File: config.mk
export PLATFORM = sky130hd
export DESIGN_NAME = caddlc_top
export DESIGN_NICKNAME = d
export VERILOG_FILES = /design/src/rtl/caddlc_pkg.sv /design/src/rtl/caddlc_top.sv
export SDC_FILE = /design/constraint.sdc
export NUM_CORES = 1
export LEC_CHECK = 0
export ABC_CLOCK_PERIOD_IN_PS = 34600
export BUFFER_PORTS_ARGS = -buffer_cell sky130_fd_sc_hd__buf_2
export CAP_MARGIN = 10
export CORE_ASPECT_RATIO = 1.4
export CORE_MARGIN = 1.5
export CORE_UTILIZATION = 41
export CTS_BUF_LIST = sky130_fd_sc_hd__clkbuf_8 sky130_fd_sc_hd__clkbuf_16
export DETAILED_ROUTE_END_ITERATION = 7
export PLACE_DENSITY = 0.55
export SKIP_LAST_GASP = 1
export SLEW_MARGIN = 20
export SYNTH_ARGS = -nofsm -noshare
export SYNTH_HDL_FRONTEND = slang
export SYNTH_SLANG_ARGS = --single-unit
File: constraint.sdc
create_clock -name hclk -period 34.6 [get_ports hclk]
set_clock_uncertainty 0.2 [all_clocks]
set_input_delay 1.73 -clock hclk [delete_from_list [all_inputs] [get_ports hclk]]
set_output_delay 1.73 -clock hclk [all_outputs]
set_load 0.01 [all_outputs]
File: src/rtl/caddlc_pkg.sv
// Behaviour
// - Register-form add-if-nonzero writes first source plus second source when the condition is nonzero, else the first source.
// - Immediate-form add-if-nonzero adds the sign-extended nine-bit immediate when the condition is nonzero, else passes the first source.
// - Short add-if-nonzero tests the implicit condition register and adds the second source or four-bit immediate into the first operand only when it is nonzero.
// - Add-if-zero writes the sum with the second source or nine-bit immediate only when the condition is zero, else the first source.
// - Short add-if-zero tests the implicit condition register and adds into the first operand only when it is zero.
// - Address add-if-nonzero adds the second address or nine-bit immediate to the first address when the tested data is nonzero, else copies it.
// - Address add-if-zero adds the second address or nine-bit immediate when the tested data is zero, else passes the first address.
// - Word leading-ones count counts ones from bit 31 downward.
// - Packed leading-ones count works per byte or halfword lane, result in the matching lane.
// - Word leading-signs count counts bits from bit 30 down that equal bit 31.
// - Packed leading-signs count gives each lane its redundant sign bit count.
// - Word leading-zeroes count counts zeroes from bit 31 downward.
// - Packed leading-zeroes count works per byte or halfword lane, result in the matching lane.
package caddlc_pkg;

	// ********************************************************
	// Register map
	// ********************************************************
	localparam logic [7:0]  OFS_SRC_A  = 8'h00;
	localparam logic [7:0]  OFS_SRC_B  = 8'h04;
	localparam logic [7:0]  OFS_COND   = 8'h08;
	localparam logic [7:0]  OFS_IMPL   = 8'h0c;
	localparam logic [7:0]  OFS_IMM    = 8'h10;
	localparam logic [7:0]  OFS_CMD    = 8'h14;
	localparam logic [7:0]  OFS_RESULT = 8'h18;
	localparam logic [7:0]  OFS_FLAGS  = 8'h1c;
	localparam logic [7:0]  OFS_STATUS = 8'h20;
	localparam logic [31:0] RST_WORD   = 32'h0000_0000;

	// ********************************************************
	// Field layouts
	// ********************************************************
	localparam int IMM9_W   = 9;
	localparam int IMM4_W   = 4;
	localparam int LANE_B   = 8;
	localparam int LANE_H   = 16;
	localparam int LANE_W   = 32;
	localparam int CMD_W    = 6;
	localparam int FLAGS_W  = 4;
	localparam int STAT_TAKEN_BIT = 8;

	typedef enum logic [3:0] {
		OP_ADD_NZ  = 4'h0,
		OP_ADD_Z   = 4'h1,
		OP_AADD_NZ = 4'h2,
		OP_AADD_Z  = 4'h3,
		OP_ONES_W  = 4'h4,
		OP_ONES_B  = 4'h5,
		OP_ONES_H  = 4'h6,
		OP_SIGNS_W = 4'h7,
		OP_SIGNS_B = 4'h8,
		OP_SIGNS_H = 4'h9,
		OP_ZEROS_W = 4'ha,
		OP_ZEROS_B = 4'hb,
		OP_ZEROS_H = 4'hc
	} caddlc_op_t;

	typedef struct packed {
		logic       short_form;
		logic       use_imm;
		caddlc_op_t op;
	} caddlc_cmd_t;

	typedef struct packed {
		logic sticky_advance_overflow_flag;
		logic advance_overflow_flag;
		logic sticky_overflow_flag;
		logic overflow_flag;
	} caddlc_flags_t;

	localparam caddlc_cmd_t   CMD_RST   = '{short_form: 1'b0, use_imm: 1'b0, op: OP_ADD_NZ};
	localparam caddlc_flags_t FLAGS_RST = '{default: 1'b0};

endpackage : caddlc_pkg

File: src/rtl/caddlc_top.sv
`timescale 1ns/100ps

module caddlc_top
	import caddlc_pkg::*;
(
	input  wire logic        hclk,
	input  wire logic        hresetn,
	input  wire logic        hsel,
	input  wire logic [31:0] haddr,
	input  wire logic [1:0]  htrans,
	input  wire logic        hwrite,
	input  wire logic [2:0]  hsize,
	input  wire logic [31:0] hwdata,
	input  wire logic        hready,
	output logic      [31:0] hrdata,
	output logic             hreadyout,
	output logic             hresp
);

	// ********************************************************
	// Bus slave
	// ********************************************************
	logic          [7:0]  addr_q;
	logic                 hit_q;
	logic                 wr_q;
	logic                 rd_wait_q;
	logic                 take;
	logic                 wr_en;
	logic          [31:0] rd_mux;
	logic          [31:0] status_word;
	logic          [31:0] src_a_q;
	logic          [31:0] src_b_q;
	logic          [31:0] cond_q;
	logic          [31:0] impl_q;
	logic [IMM9_W-1:0]    imm_q;
	logic          [31:0] result_q;
	caddlc_cmd_t          last_cmd_q;
	logic                 taken_q;
	caddlc_flags_t        flags_q;

	assign take      = hsel && hready && htrans[1];
	assign wr_en     = wr_q && hit_q;
	// Only whole-word transfers are expected, so hsize is not decoded.
	assign hresp     = 1'b0;
	// Reads take one wait state so that read data always come from a flop.
	assign hreadyout = !rd_wait_q;

	always_ff @(posedge hclk or negedge hresetn) begin
		if (!hresetn) begin
			addr_q    <= 8'h00;
			hit_q     <= 1'b0;
			wr_q      <= 1'b0;
		end else if (hready) begin
			addr_q    <= haddr[7:0];
			hit_q     <= take && (haddr[31:8] == 24'h00_0000) && (haddr[1:0] == 2'h0);
			wr_q      <= take && hwrite;
		end
	end

	always_ff @(posedge hclk or negedge hresetn) begin
		if (!hresetn) begin
			rd_wait_q <= 1'b0;
		end else if (rd_wait_q) begin
			rd_wait_q <= 1'b0;
		end else begin
			rd_wait_q <= take && !hwrite;
		end
	end

	always_comb begin
		status_word                 = RST_WORD;
		status_word[CMD_W-1:0]      = last_cmd_q;
		status_word[STAT_TAKEN_BIT] = taken_q;
	end

	always_comb begin
		case (addr_q)
			OFS_SRC_A:  rd_mux = src_a_q;
			OFS_SRC_B:  rd_mux = src_b_q;
			OFS_COND:   rd_mux = cond_q;
			OFS_IMPL:   rd_mux = impl_q;
			OFS_IMM:    rd_mux = {{(32 - IMM9_W){1'b0}}, imm_q};
			OFS_CMD:    rd_mux = {{(32 - CMD_W){1'b0}}, last_cmd_q};
			OFS_RESULT: rd_mux = result_q;
			OFS_FLAGS:  rd_mux = {{(32 - FLAGS_W){1'b0}}, flags_q};
			OFS_STATUS: rd_mux = status_word;
			default:    rd_mux = RST_WORD;
		endcase
	end

	always_ff @(posedge hclk or negedge hresetn) begin
		if (!hresetn) begin
			hrdata <= RST_WORD;
		end else if (rd_wait_q) begin
			hrdata <= hit_q ? rd_mux : RST_WORD;
		end
	end

	// ********************************************************
	// Write strobes
	// ********************************************************
	logic wr_src_a;
	logic wr_src_b;
	logic wr_cond;
	logic wr_impl;
	logic wr_imm;
	logic wr_flags;

	// Writes land at the edge that ends the data phase, while hwdata still stands.
	assign wr_src_a = wr_en && (addr_q == OFS_SRC_A);
	assign wr_src_b = wr_en && (addr_q == OFS_SRC_B);
	assign wr_cond  = wr_en && (addr_q == OFS_COND);
	assign wr_impl  = wr_en && (addr_q == OFS_IMPL);
	assign wr_imm   = wr_en && (addr_q == OFS_IMM);
	assign wr_flags = wr_en && (addr_q == OFS_FLAGS);

	// ********************************************************
	// Operand selection
	// ********************************************************
	caddlc_cmd_t   cmd_in;
	logic          cmd_go;
	logic [31:0]   imm_ext;
	logic [31:0]   addend;
	logic [31:0]   cond_val;
	logic          cond_zero;
	logic          is_data_add;
	logic          taken;
	logic [31:0]   sum;

	assign cmd_in = caddlc_cmd_t'(hwdata[CMD_W-1:0]);
	assign cmd_go = wr_en && (addr_q == OFS_CMD);

	always_comb begin
		if (cmd_in.short_form) begin
			imm_ext = {{(32 - IMM4_W){imm_q[IMM4_W-1]}}, imm_q[IMM4_W-1:0]};
		end else begin
			imm_ext = {{(32 - IMM9_W){imm_q[IMM9_W-1]}}, imm_q};
		end
	end

	assign is_data_add = (cmd_in.op == OP_ADD_NZ) || (cmd_in.op == OP_ADD_Z);
	// The short form selects the implicit condition only for the data operations; for the address ones the bit still narrows the immediate.
	assign cond_val    = (cmd_in.short_form && is_data_add) ? impl_q : cond_q;
	assign cond_zero   = (cond_val == 32'h0000_0000);
	assign addend      = cmd_in.use_imm ? imm_ext : src_b_q;
	// One adder serves the data and the address forms; only the data forms update the flags.
	assign sum         = src_a_q + addend;

	always_comb begin
		case (cmd_in.op)
			OP_ADD_NZ:  taken = !cond_zero;
			OP_AADD_NZ: taken = !cond_zero;
			OP_ADD_Z:   taken = cond_zero;
			OP_AADD_Z:  taken = cond_zero;
			default:    taken = 1'b0;
		endcase
	end

	// ********************************************************
	// Leading counts
	// ********************************************************
	// Zero counts run the ones search on the inverted word and sign counts on a match mask
	// one bit below the top, so all nine counts share one search routine.
	function automatic logic [5:0] lead_ones(input logic [31:0] v, input int hi, input int w);
		logic       run;
		logic [5:0] n;
		run = 1'b1;
		n   = 6'h00;
		for (int i = 0; i < LANE_W; i++) begin
			if (i < w) begin
				if (run && v[hi-i]) begin
					n = n + 6'h01;
				end else begin
					run = 1'b0;
				end
			end
		end
		return n;
	endfunction : lead_ones

	logic [31:0] ones_b;
	logic [31:0] zeros_b;
	logic [31:0] signs_b;
	logic [31:0] ones_h;
	logic [31:0] zeros_h;
	logic [31:0] signs_h;
	logic [31:0] ones_w;
	logic [31:0] zeros_w;
	logic [31:0] signs_w;

	genvar k;
	generate
		for (k = 0; k < 4; k++) begin : g_lane
			localparam int BH = LANE_B * k + LANE_B - 1;
			logic [31:0] same_b;
			assign same_b = ~(src_a_q ^ {32{src_a_q[BH]}});
			assign ones_b[LANE_B*k +: LANE_B]  = {2'h0, lead_ones(src_a_q, BH, LANE_B)};
			assign zeros_b[LANE_B*k +: LANE_B] = {2'h0, lead_ones(~src_a_q, BH, LANE_B)};
			// Bits below the lane top that match it are the redundant sign bits.
			assign signs_b[LANE_B*k +: LANE_B] = {2'h0, lead_ones(same_b, BH - 1, LANE_B - 1)};
			if (k < 2) begin : g_half
				localparam int HH = LANE_H * k + LANE_H - 1;
				logic [31:0] same_h;
				assign same_h = ~(src_a_q ^ {32{src_a_q[HH]}});
				assign ones_h[LANE_H*k +: LANE_H]  = {10'h000, lead_ones(src_a_q, HH, LANE_H)};
				assign zeros_h[LANE_H*k +: LANE_H] = {10'h000, lead_ones(~src_a_q, HH, LANE_H)};
				assign signs_h[LANE_H*k +: LANE_H] = {10'h000, lead_ones(same_h, HH - 1, LANE_H - 1)};
			end
		end
	endgenerate

	logic [31:0] same_w;
	assign same_w  = ~(src_a_q ^ {32{src_a_q[31]}});
	assign ones_w  = {26'h000_0000, lead_ones(src_a_q, 31, LANE_W)};
	assign zeros_w = {26'h000_0000, lead_ones(~src_a_q, 31, LANE_W)};
	assign signs_w = {26'h000_0000, lead_ones(same_w, 30, LANE_W - 1)};

	// ********************************************************
	// Result selection
	// ********************************************************
	logic [31:0] result_d;

	always_comb begin
		case (cmd_in.op)
			OP_ADD_NZ,
			OP_ADD_Z,
			OP_AADD_NZ,
			OP_AADD_Z:  result_d = taken ? sum : src_a_q;
			OP_ONES_W:  result_d = ones_w;
			OP_ONES_B:  result_d = ones_b;
			OP_ONES_H:  result_d = ones_h;
			OP_SIGNS_W: result_d = signs_w;
			OP_SIGNS_B: result_d = signs_b;
			OP_SIGNS_H: result_d = signs_h;
			OP_ZEROS_W: result_d = zeros_w;
			OP_ZEROS_B: result_d = zeros_b;
			OP_ZEROS_H: result_d = zeros_h;
			// Codes with no operation behind them return the first source and touch no flag.
			default:    result_d = src_a_q;
		endcase
	end

	always_ff @(posedge hclk or negedge hresetn) begin
		if (!hresetn) begin
			result_q <= RST_WORD;
		end else if (cmd_go) begin
			result_q <= result_d;
		end
	end

	// The command record feeds the status word and changes only when a command runs.
	always_ff @(posedge hclk or negedge hresetn) begin
		if (!hresetn) begin
			last_cmd_q <= CMD_RST;
			taken_q    <= 1'b0;
		end else if (cmd_go) begin
			last_cmd_q <= cmd_in;
			taken_q    <= taken;
		end
	end

	// ********************************************************
	// Operand registers
	// ********************************************************
	logic short_wb;

	// The short data forms write back into the first operand; untaken leaves it as it was.
	assign short_wb = cmd_go && cmd_in.short_form && is_data_add && taken;

	always_ff @(posedge hclk or negedge hresetn) begin
		if (!hresetn) begin
			src_a_q <= RST_WORD;
		end else if (short_wb) begin
			src_a_q <= sum;
		end else if (wr_src_a) begin
			src_a_q <= hwdata;
		end
	end

	always_ff @(posedge hclk or negedge hresetn) begin
		if (!hresetn) begin
			src_b_q <= RST_WORD;
		end else if (wr_src_b) begin
			src_b_q <= hwdata;
		end
	end

	always_ff @(posedge hclk or negedge hresetn) begin
		if (!hresetn) begin
			cond_q <= RST_WORD;
		end else if (wr_cond) begin
			cond_q <= hwdata;
		end
	end

	always_ff @(posedge hclk or negedge hresetn) begin
		if (!hresetn) begin
			impl_q <= RST_WORD;
		end else if (wr_impl) begin
			impl_q <= hwdata;
		end
	end

	// The immediate keeps nine bits; the short forms read only its low four.
	always_ff @(posedge hclk or negedge hresetn) begin
		if (!hresetn) begin
			imm_q <= {IMM9_W{1'b0}};
		end else if (wr_imm) begin
			imm_q <= hwdata[IMM9_W-1:0];
		end
	end

	// ********************************************************
	// Status flags
	// ********************************************************
	logic          ovf;
	logic          aovf;
	logic          flag_upd;
	caddlc_flags_t flags_clr;

	// An add that is not taken performs no addition, so it reports no overflow.
	assign ovf      = taken && (src_a_q[31] == addend[31]) && (sum[31] != src_a_q[31]);
	assign aovf     = taken && (sum[31] ^ sum[30]);
	assign flag_upd = cmd_go && is_data_add;
	assign flags_clr = wr_flags ?
		caddlc_flags_t'(hwdata[FLAGS_W-1:0]) : FLAGS_RST;

	always_ff @(posedge hclk or negedge hresetn) begin
		if (!hresetn) begin
			flags_q <= FLAGS_RST;
		end else begin
			if (flag_upd) begin
				flags_q.overflow_flag         <= ovf;
				flags_q.advance_overflow_flag <= aovf;
			end
			// A sticky flag set in the cycle of its clear stays set.
			flags_q.sticky_overflow_flag <= (flag_upd && ovf) ||
				(flags_q.sticky_overflow_flag && !flags_clr.sticky_overflow_flag);
			flags_q.sticky_advance_overflow_flag <= (flag_upd && aovf) ||
				(flags_q.sticky_advance_overflow_flag &&
				!flags_clr.sticky_advance_overflow_flag);
		end
	end

endmodule : caddlc_top

==> flow_summary_export.csv, run 1 <==
group,metric,value,unit
min_path,hp-start,"hrdata[15]",
yosys,async_reset_ff_share,100,%
floorplanning,core,76300,µm²
critical_path,rr_startpoint,"src_a_q[30]",
clock_network,hold_buffers,0,
finish,syn2layout_area_growth,6.55,%
global_route,grt.overflow.total,0,
power,ir_drop,0.0423,mV
clock_network,root_buffer,"clkbuf_16",
job,maxCapViolations,0,
timing,setup-tns-final,0,ns
clock_network,cts_inserted_buffers,19,
finish,num_antenna_cells,0,
finish,fin_nets,4400,
critical_path,slowest_delay,0.57,ns
yosys,ys.warnings.count,0,
yosys,synth_commonest_cells,"513 x nand2_1, 394 x nor2_1, 310 x xnor2_1, 255 x a21oi_1, 251 x o21ai_0",
global_route,grt_pass1_wl,162,mm
yosys,synth_nets,4427,
timing,setup_viol,0,
global_route,use_met1,31.0,%
critical_path,cp_slowest_cell,"dfrtp_1",
critical_path,critPathMaxFanout,7,
floorplanning,die_x,237,µm
yosys,yosys.cell_types.count,120,
global_route,grt_max_degree,93,
placed_design,io_buffers,102,
global_route,use_met2,45.7,%
critical_path,regToRegEndpoint,"result_q[5]",
finish,layout-drive-gt1-share,11.4,%
global_route,grt.total_usage,25.5,%
clock_network,clkLatencyLatePin,0.53,ns
yosys,synth_area_per_cell,7.60,µm²
global_route,busiest_layer,"met2",
yosys,yosysTopAreaCell,"dfrtp_1",
yosys,yosysSeqAreaShare,17.7,%
timing,period_share,60.2,%
power,power_density,38.8,nW/µm²
route,drtIter0Drc,2237,
yosys,synth_top_area_share,17.7,%
timing,period_needed,20.84,ns
clock_network,cts_resized,0,
outcome,status,"completed",
min_path,holdPathEnd,"hrdata[15]",
power,total_power,1.30,mW
yosys,synth_area,31500,µm²
clock_network,path_clk_slew,0.08,ns
min_path,hold_class,"flop to flop",
yosys,ys_seq_elements,223,
route,ant_nets,0,
timing,rsz0062_at_grt,"no",
critical_path,path_class,"flop to flop",
route,wl_per_cell,20.2,µm
timing,relSlewSlack,24.3,%
route,via_per_inst,5.95,
route,wl,103,mm
critical_path,cp_common_cell,"ha_1",
yosys,synth-main-ff-cell,"dfrtp_1",
clock_network,cts_setup_buffers,0,
min_path,hold_depth,1,
yosys,synth_edf_count,0,
yosys,synthTopCellsByArea,"dfrtp_1 18%, xnor2_1 8.6%, ha_1 8.0%, nand2_1 6.1%, mux2_2 5.7%",
placed_design,dpl.hpwl,80.5,mm
critical_path,crit_path_end_kind,"flop",
global_route,antenna_found_initial,0,
yosys,syn_inst,4150,
placed_design,finalWeightedCongestion,0.887,
clock_network,clkSinkCount,223,
critical_path,required,34.78,ns
critical_path,cp.arrival,21.02,ns
critical_path,path_buf_inv,3,
critical_path,reg2reg_slack,13.76,ns
timing,worst_pin_slew,1.13,ns
floorplanning,placementRows,120,
floorplanning,io-pin-count,108,
route,drc,0,
timing,slew_viol_final,0,
floorplanning,start_util,41.4,%
timing,clock.fmax,0.0480,GHz
floorplanning,die_h,331,µm
clock_network,clockBufferDepth,3,
clock_network,h-tree-depth,1,
global_route,use_met3,2.06,%
global_route,grt_pass1_vias,29600,
critical_path,cpLargestDelayFamily,"compound AO/OA/AOI/OAI gates",
clock_network,cts_tree,"yes",
finish,nFillCells,7900,
timing,hold_viol,0,
critical_path,startpoint_type,"flop",
power,p_leak,14.0,nW
route,vias,30400,
route,first_pass_iters,7,
yosys,synth_most_common_cell,"nand2_1",
floorplanning,dieArea,78600,µm²
critical_path,reg2regPathDepth,100,
==> cell usage in the layout, fill, tap and decap left out, types with 48 or more instances in the layout <==
cell	n
nand3_1	145
o21ai_0	250
nand2_1	513
and3_1	57
mux2i_1	98
xnor2_1	310
and2_1	48
nor2_1	389
dfrtp_1	222
ha_1	202
nor4_1	49
a21o_1	58
mux2_2	159
buf_4	68
a22oi_1	51
inv_1	133
xor2_1	145
nand4_1	59
nor3_1	89
buf_2	101
a31oi_1	52
a21oi_1	255
==> worst max-delay path by stage <==
stage,start,cells past startpoint,slack [ns],endpoint
2_1_floorplan,src_a_q[31],107,15.57,result_q[4]
3_3_place_gp,src_a_q[30],100,14.05,result_q[5]
3_5_place_dp,src_a_q[30],100,13.93,result_q[5]
4_1_cts,src_a_q[30],100,13.77,result_q[5]
5_1_grt,src_a_q[30],100,12.22,result_q[5]
6_report,src_a_q[30],100,13.76,result_q[5]
==> final cells by class <==
| cell class | instances | area, µm² | area share, % |
|---|---|---|---|
| repair buffers | 170 | 1030 | 3.07 |
| flip-flops and latches | 223 | 5580 | 16.6 |
| clock buffers | 23 | 531 | 1.58 |
| well taps | 976 | 1220 | 3.63 |
| clock inverters | 10 | 111 | 0.331 |
| multi-input cells | 3571 | 24600 | 73.2 |
| inverters | 138 | 518 | 1.54 |
==> state kept, by name, indices dropped and copies added, names as in the netlist <==
signal and cells:
addr_q 8, cond_q 32, flags_q 4, hit_q 1, hrdata 32, imm_q 9
impl_q 32, last_cmd_q 6, rd_wait_q 1, result_q 32, src_a_q 32, src_b_q 32
taken_q 1, wr_q 1
==> logic make-up after synthesis <==
kind of cell	synth area share [%]
other	0.0119
AO/OA/AOI/OAI	20.7
buffers and inverters	4.45
adder cells (fa/ha/maj)	8.30
flip-flops	17.7
XOR/XNOR	15.3
multiplexers	8.98
AND/OR/NAND/NOR	24.5
==> layer usage <==
metal | part of all wire [%] | routed length [µm]
met2 | 49 | 50800
met4 | 4.4 | 4560
met3 | 4.1 | 4280
met5 | 0 | 0
met1 | 42 | 43500
==> stage by stage <==
stage / std cells / utilization [%] / setup slack, ns / hold WS [ns] / instance area, µm²
final: 5111 / 44.1 / 13.76 / 0.279 / 33600
after global routing: 5111 / 44.1 / 12.22 / 0.299 / 33600
after CTS: 5111 / 44.1 / 13.77 / 0.281 / 33600
after detailed placement: 5078 / 43.2 / 13.93 / 0.263 / 33000
after global placement: 5078 / 43.2 / 14.05 / 0.258 / 33000
after floorplan: 4150 / - / 15.57 / 0.227 / 31500
==> where the power goes <==
group          total (mW)  internal, mW  leakage, nW  switching (mW)
logic               0.797         0.325         11.2           0.472
clock network       0.229         0.125        0.317           0.104
registers           0.276         0.269         2.56         0.00769
total                1.30         0.719         14.0           0.584
Note: power is estimated with default switching activity, not from simulation.
==> run 2, diff against run 1 <==
ABC_CLOCK_PERIOD_IN_PS = 20600   (was 34600)
clock period = 20.6 ns   (was 34.6 ns; I/O delays follow)
==> run 2 against run 1 <==
Effect of this change: non-clock buffer count rose by 11; utilization increased by 0.45 points; sequential power grew 68%; sequential share of layout area down 0.17 points; wire length grew 1.8%; design area grew 1.0%; largest cell class unchanged.
==> flow_summary_export.csv, run 2 (synthesis gave the netlist of run 1 again) <==
group,metric,value,unit
timing,period_needed,19.46,ns
placed_design,placed_area,33000,µm²
clock_network,root_buffer,"clkbuf_16",
timing,slew_viol_final,0,
power,power_density,66.8,nW/µm²
critical_path,startpoint_type,"flop",
global_route,grt.total_usage,26.0,%
power,p_leak,14.2,nW
power,total_power,2.27,mW
power,seqPwrFrac,20.5,%
route,first_pass_iters,6,
global_route,grt_max_degree,89,
power,swShare,43.8,%
global_route,grt_pass1_vias,29800,
outcome,status,"completed",
critical_path,path_class,"flop to flop",
critical_path,critPathMaxFanout,7,
timing,period_share,94.5,%
route,vias,30800,
finish,fin_nets,4412,
timing,hold_viol,0,
critical_path,cp.arrival,19.64,ns
clock_network,cts_inserted_buffers,20,
floorplanning,io-pin-count,108,
critical_path,reg2reg_slack,1.14,ns
timing,relSlewSlack,19.3,%
finish,nFillCells,7817,
clock_network,clkLatencyLatePin,0.54,ns
route,wl_per_cell,20.5,µm
placed_design,finalWeightedCongestion,0.910,
placed_design,dpl.hpwl,81.3,mm
critical_path,crit_path_end_kind,"flop",
clock_network,hold_buffers,0,
critical_path,slowest_delay,0.40,ns
power,p_sw,0.994,mW
finish,final_common_cell,"nand2_1",
timing,whs,0.277,ns
timing,setup_viol,0,
power,pwr-share-clk,20.1,%
clock_network,clockBufferDepth,3,
finish,fin_area,34000,µm²
power,p_comb_share,59.4,%
finish,num_antenna_cells,0,
min_path,hold_class,"flop to flop",
finish,final_cell_mix,"512 x nand2_1, 389 x nor2_1, 310 x xnor2_1, 252 x a21oi_1, 243 x o21ai_0",
critical_path,cp_common_cell,"ha_1",
route,via_per_inst,6.00,
clock_network,h-tree-depth,1,
critical_path,cp_slowest_cell,"dfrtp_2",
clock_network,path_clk_slew,0.08,ns
finish,regArea,5580,µm²
global_route,antenna_found_initial,0,
floorplanning,die_h,331,µm
route,wl,105,mm
power,intPower,1.27,mW
floorplanning,start_util,41.4,%
floorplanning,die_x,237,µm
floorplanning,dieArea,78600,µm²
finish,post-route-util,44.5,%
global_route,grt.overflow.total,0,
power,ir_drop,0.0962,mV
route,drc,0,
finish,multiInputGateArea,24700,µm²
timing,clock.fmax,0.0514,GHz
route,drtIter0Drc,2256,
placed_design,io_buffers,102,
floorplanning,core,76300,µm²
timing,worst_pin_slew,1.20,ns
floorplanning,placementRows,120,
clock_network,cts_tree,"yes",
clock_network,clkSinkCount,223,
finish,syn2layout_area_growth,7.64,%
job,maxCapViolations,0,
route,ant_nets,0,
finish,layout-drive-gt1-share,12.2,%
global_route,grt_pass1_wl,165,mm
critical_path,required,20.78,ns
-- run 2: cell count changes in the layout (fill, tap and decap cells not counted), sizes merged --
cell,delta
buf,+10
inv,+1
bufinv,+4
clkinv,-2
clkbuf,+1
-- run 2: final timing paths --
path | startpoint | cells after the start | endpoint
max | src_a_q[31] | 94 | result_q[2]
min | last_cmd_q[3] | 2 | last_cmd_q[3]
max reg2reg | src_a_q[31] | 94 | result_q[2]
min reg2reg | last_cmd_q[3] | 2 | last_cmd_q[3]
max in group asynchronous | hresetn | 2 | src_a_q[31]
min in group asynchronous | hresetn | 1 | result_q[0]
-- run 2: per-layer routing --
layer / global-route usage, % / vias up / wire [µm] / part of all wire [%]
met5: 0 / - / 0 / 0
met4: 9.95 / 0 / 4190 / 4.0
met3: 1.03 / 174 / 3920 / 3.7
met2: 47.5 / 812 / 52700 / 50
met1: 32.1 / 14800 / 44300 / 42
li1: - / 15000 / - / -
-- run 2: cell type report --
type	instances	area share, %
Inverter	138	1.53
Clock inverter	13	0.671
Sequential cell	223	16.4
Timing Repair Buffer	181	3.30
Multi-Input combinational cell	3571	72.8
Tap cell	976	3.60
Clock buffer	23	1.63
-- run 2: power by group through the flow --
| stage | clock, mW | sequential (mW) | combinational, mW |
|---|---|---|---|
| 2_1_floorplan | 0 | 0.467 | 1.04 |
| 3_3_place_gp | 0 | 0.473 | 1.31 |
| 3_5_place_dp | 0 | 0.473 | 1.32 |
| 4_1_cts | 0.466 | 0.464 | 1.33 |
| 5_1_grt | 0.479 | 0.467 | 1.48 |
| 6_report | 0.457 | 0.465 | 1.35 |
-- run 2: worst max-delay path: cells and delay by family (launching register included) --
family	cells	cell delay [ns]
compound gates	24	3.52
fa+ha+maj	30	9.84
buf+inv	4	0.39
flops	1	0.40
mux	16	3.32
simple gates	20	1.64
-- run 2: what timing repair did --
item                       in CTS  in global routing
setup endpoints to repair       0                  5
buffers inserted                0                  4
gates resized for setup         0                 36
-- run 2: stage by stage --
stage          setup TNS [ns]  setup WS (ns)  instances
2_1_floorplan               0           1.57       4150
3_3_place_gp                0          0.838       5085
3_5_place_dp                0          0.596       5085
4_1_cts                     0          0.511       5121
5_1_grt               -0.0447        -0.0405       5125
6_report                    0           1.14       5125
==> run 3, diff against run 2 <==
ABC_CLOCK_PERIOD_IN_PS = 20400   (was 20600)
clock period = 20.4 ns   (was 20.6 ns; I/O delays follow)
==> run 3 against run 2 <==
Effect of this change: die area unchanged; largest power group unchanged; non-clock buffer count rose by 10; critical endpoint is now result_q[4]; highest routed layer unchanged; critical path depth increased by 4; setup slack improved by 0.17 ns; sequential share of layout area is essentially flat.
==> flow_summary_export.csv, run 3 (synthesis gave the netlist of run 1 again) <==
group,metric,value,unit
min_path,hold_class,"flop to flop",
timing,hold_viol,0,
finish,final_common_cell,"nand2_1",
critical_path,crit_path_end_kind,"flop",
critical_path,startpoint_type,"flop",
placed_design,dpl.hpwl,80.7,mm
floorplanning,start_util,41.4,%
critical_path,cp_common_cell,"ha_1",
placed_design,io_buffers,102,
floorplanning,die_h,331,µm
timing,relSlewSlack,29.2,%
job,maxCapViolations,0,
route,wl_per_cell,20.3,µm
critical_path,critPathMaxFanout,7,
route,ant_nets,0,
floorplanning,dieArea,78600,µm²
critical_path,rr_startpoint,"src_a_q[31]",
finish,syn2layout_area_growth,7.85,%
clock_network,clkLatencyLatePin,0.54,ns
route,drc,0,
finish,final_cell_mix,"511 x nand2_1, 387 x nor2_1, 310 x xnor2_1, 252 x a21oi_1, 242 x o21ai_0",
power,p_leak,14.2,nW
clock_network,cts_tree,"yes",
clock_network,cts_inserted_buffers,21,
critical_path,slowest_delay,0.53,ns
timing,worst_pin_slew,1.06,ns
timing,slew_viol_final,0,
global_route,grt_pass1_wl,164,mm
critical_path,path_class,"flop to flop",
timing,rsz0062_at_grt,"yes",
placed_design,finalWeightedCongestion,0.898,
finish,fin_nets,4423,
global_route,grt_max_degree,88,
route,drtIter0Drc,2374,
critical_path,regToRegEndpoint,"result_q[4]",
floorplanning,core,76300,µm²
min_path,hp-start,"hrdata[27]",
floorplanning,placementRows,120,
clock_network,root_buffer,"clkbuf_16",
timing,setup_viol,0,
timing,period_needed,19.09,ns
min_path,hold_depth,1,
route,via_per_inst,5.95,
finish,layout-drive-gt1-share,12.7,%
critical_path,reg2regPathDepth,98,
critical_path,reg2reg_slack,1.31,ns
global_route,grt.total_usage,25.9,%
global_route,grt_pass1_vias,29600,
outcome,status,"completed",
global_route,antenna_found_initial,0,
clock_network,h-tree-depth,1,
finish,num_antenna_cells,0,
clock_network,path_clk_slew,0.08,ns
timing,timing.final.ws_setup,1.31,ns
placed_design,preCtsSetupSlack,0.424,ns
route,vias,30600,
critical_path,cp_slowest_cell,"dfrtp_4",
floorplanning,die_x,237,µm
timing,period_share,93.6,%
critical_path,startpoint,"src_a_q[31]",
route,wl,104,mm
power,power_density,66.9,nW/µm²
global_route,grt.overflow.total,0,
clock_network,clockBufferDepth,3,
power,ir_drop,0.0622,mV
critical_path,required,20.66,ns
route,first_pass_iters,7,
power,total_power,2.28,mW
clock_network,clkSinkCount,223,
floorplanning,io-pin-count,108,
timing,clock.fmax,0.0524,GHz
min_path,holdPathEnd,"hrdata[27]",
critical_path,cp.arrival,19.35,ns
run 3: cell types whose count changed in the layout (fill, tap and decap cells not counted), sizes merged:
| cell | previous run | this run |
|---|---|---|
| clkbuf | 24 | 26 |
| bufinv | 6 | 3 |
| clkinv | 6 | 7 |
| buf | 180 | 191 |
| inv | 137 | 139 |
| clkinvlp | 2 | 1 |
run 3: repair_timing:
action | 4_1_cts | 5_1_grt
setup endpoints to repair | 0 | 5
resized for setup | 0 | 44
buffers inserted | 0 | 10
hold buffers | 0 | 0
run 3: report_power, final:
part	internal (mW)	switching (mW)	leakage (nW)
Sequential	0.456	0.0136	2.56
Combinational	0.565	0.803	11.3
Clock	0.247	0.192	0.375
run 3: final cells by class:
| class | count | area, µm² |
|---|---|---|
| clock buffer | 26 | 594 |
| sequential | 223 | 5590 |
| clock inverter | 12 | 149 |
| timing repair buffer | 191 | 1190 |
| inverter | 138 | 518 |
| fill | 7904 | 42300 |
| multi-input combinational | 3571 | 24800 |
| tap | 976 | 1220 |
run 3: how the worst max path moves through the flow:
| stage | endpoint |
|---|---|
| after detailed placement | result_q[4] |
| final | result_q[4] |
| after floorplan | result_q[4] |
| after CTS | result_q[4] |
| after global placement | result_q[4] |
| after global routing | result_q[4] |
run 3: metal layers:
layer / wire, µm / share of wire, % / global-route usage [%] / up-vias
met2: 52200 / 50 / 47.0 / 830
met4: 3930 / 3.8 / 10.1 / 0
met3: 4290 / 4.1 / 1.20 / 160
met5: 0 / 0 / 0 / -
li1: - / - / - / 15000
met1: 44000 / 42 / 32.0 / 14600
run 3: critical path: cells and delay by family, from the launching register on:
| family | cells | cell delay [ns] |
|---|---|---|
| mux | 15 | 3.10 |
| fa+ha+maj | 29 | 9.15 |
| compound gates | 23 | 3.17 |
| simple gates | 24 | 2.07 |
| flops | 1 | 0.53 |
| buf+inv | 4 | 0.32 |
| xor+xnor | 3 | 0.49 |
run 3: through the flow:
stage               instances  TNS (ns)  utilization (%)  hold WS (ns)  instance area, µm²
floorplan                4150         0                -         0.227               31500
global placement         5089         0             43.3         0.258               33000
detailed placement       5089         0             43.3         0.263               33000
CTS                      5127         0             44.3         0.283               33800
global route             5137   -0.0387             44.6         0.298               34000
finish                   5137         0             44.6         0.278               34000
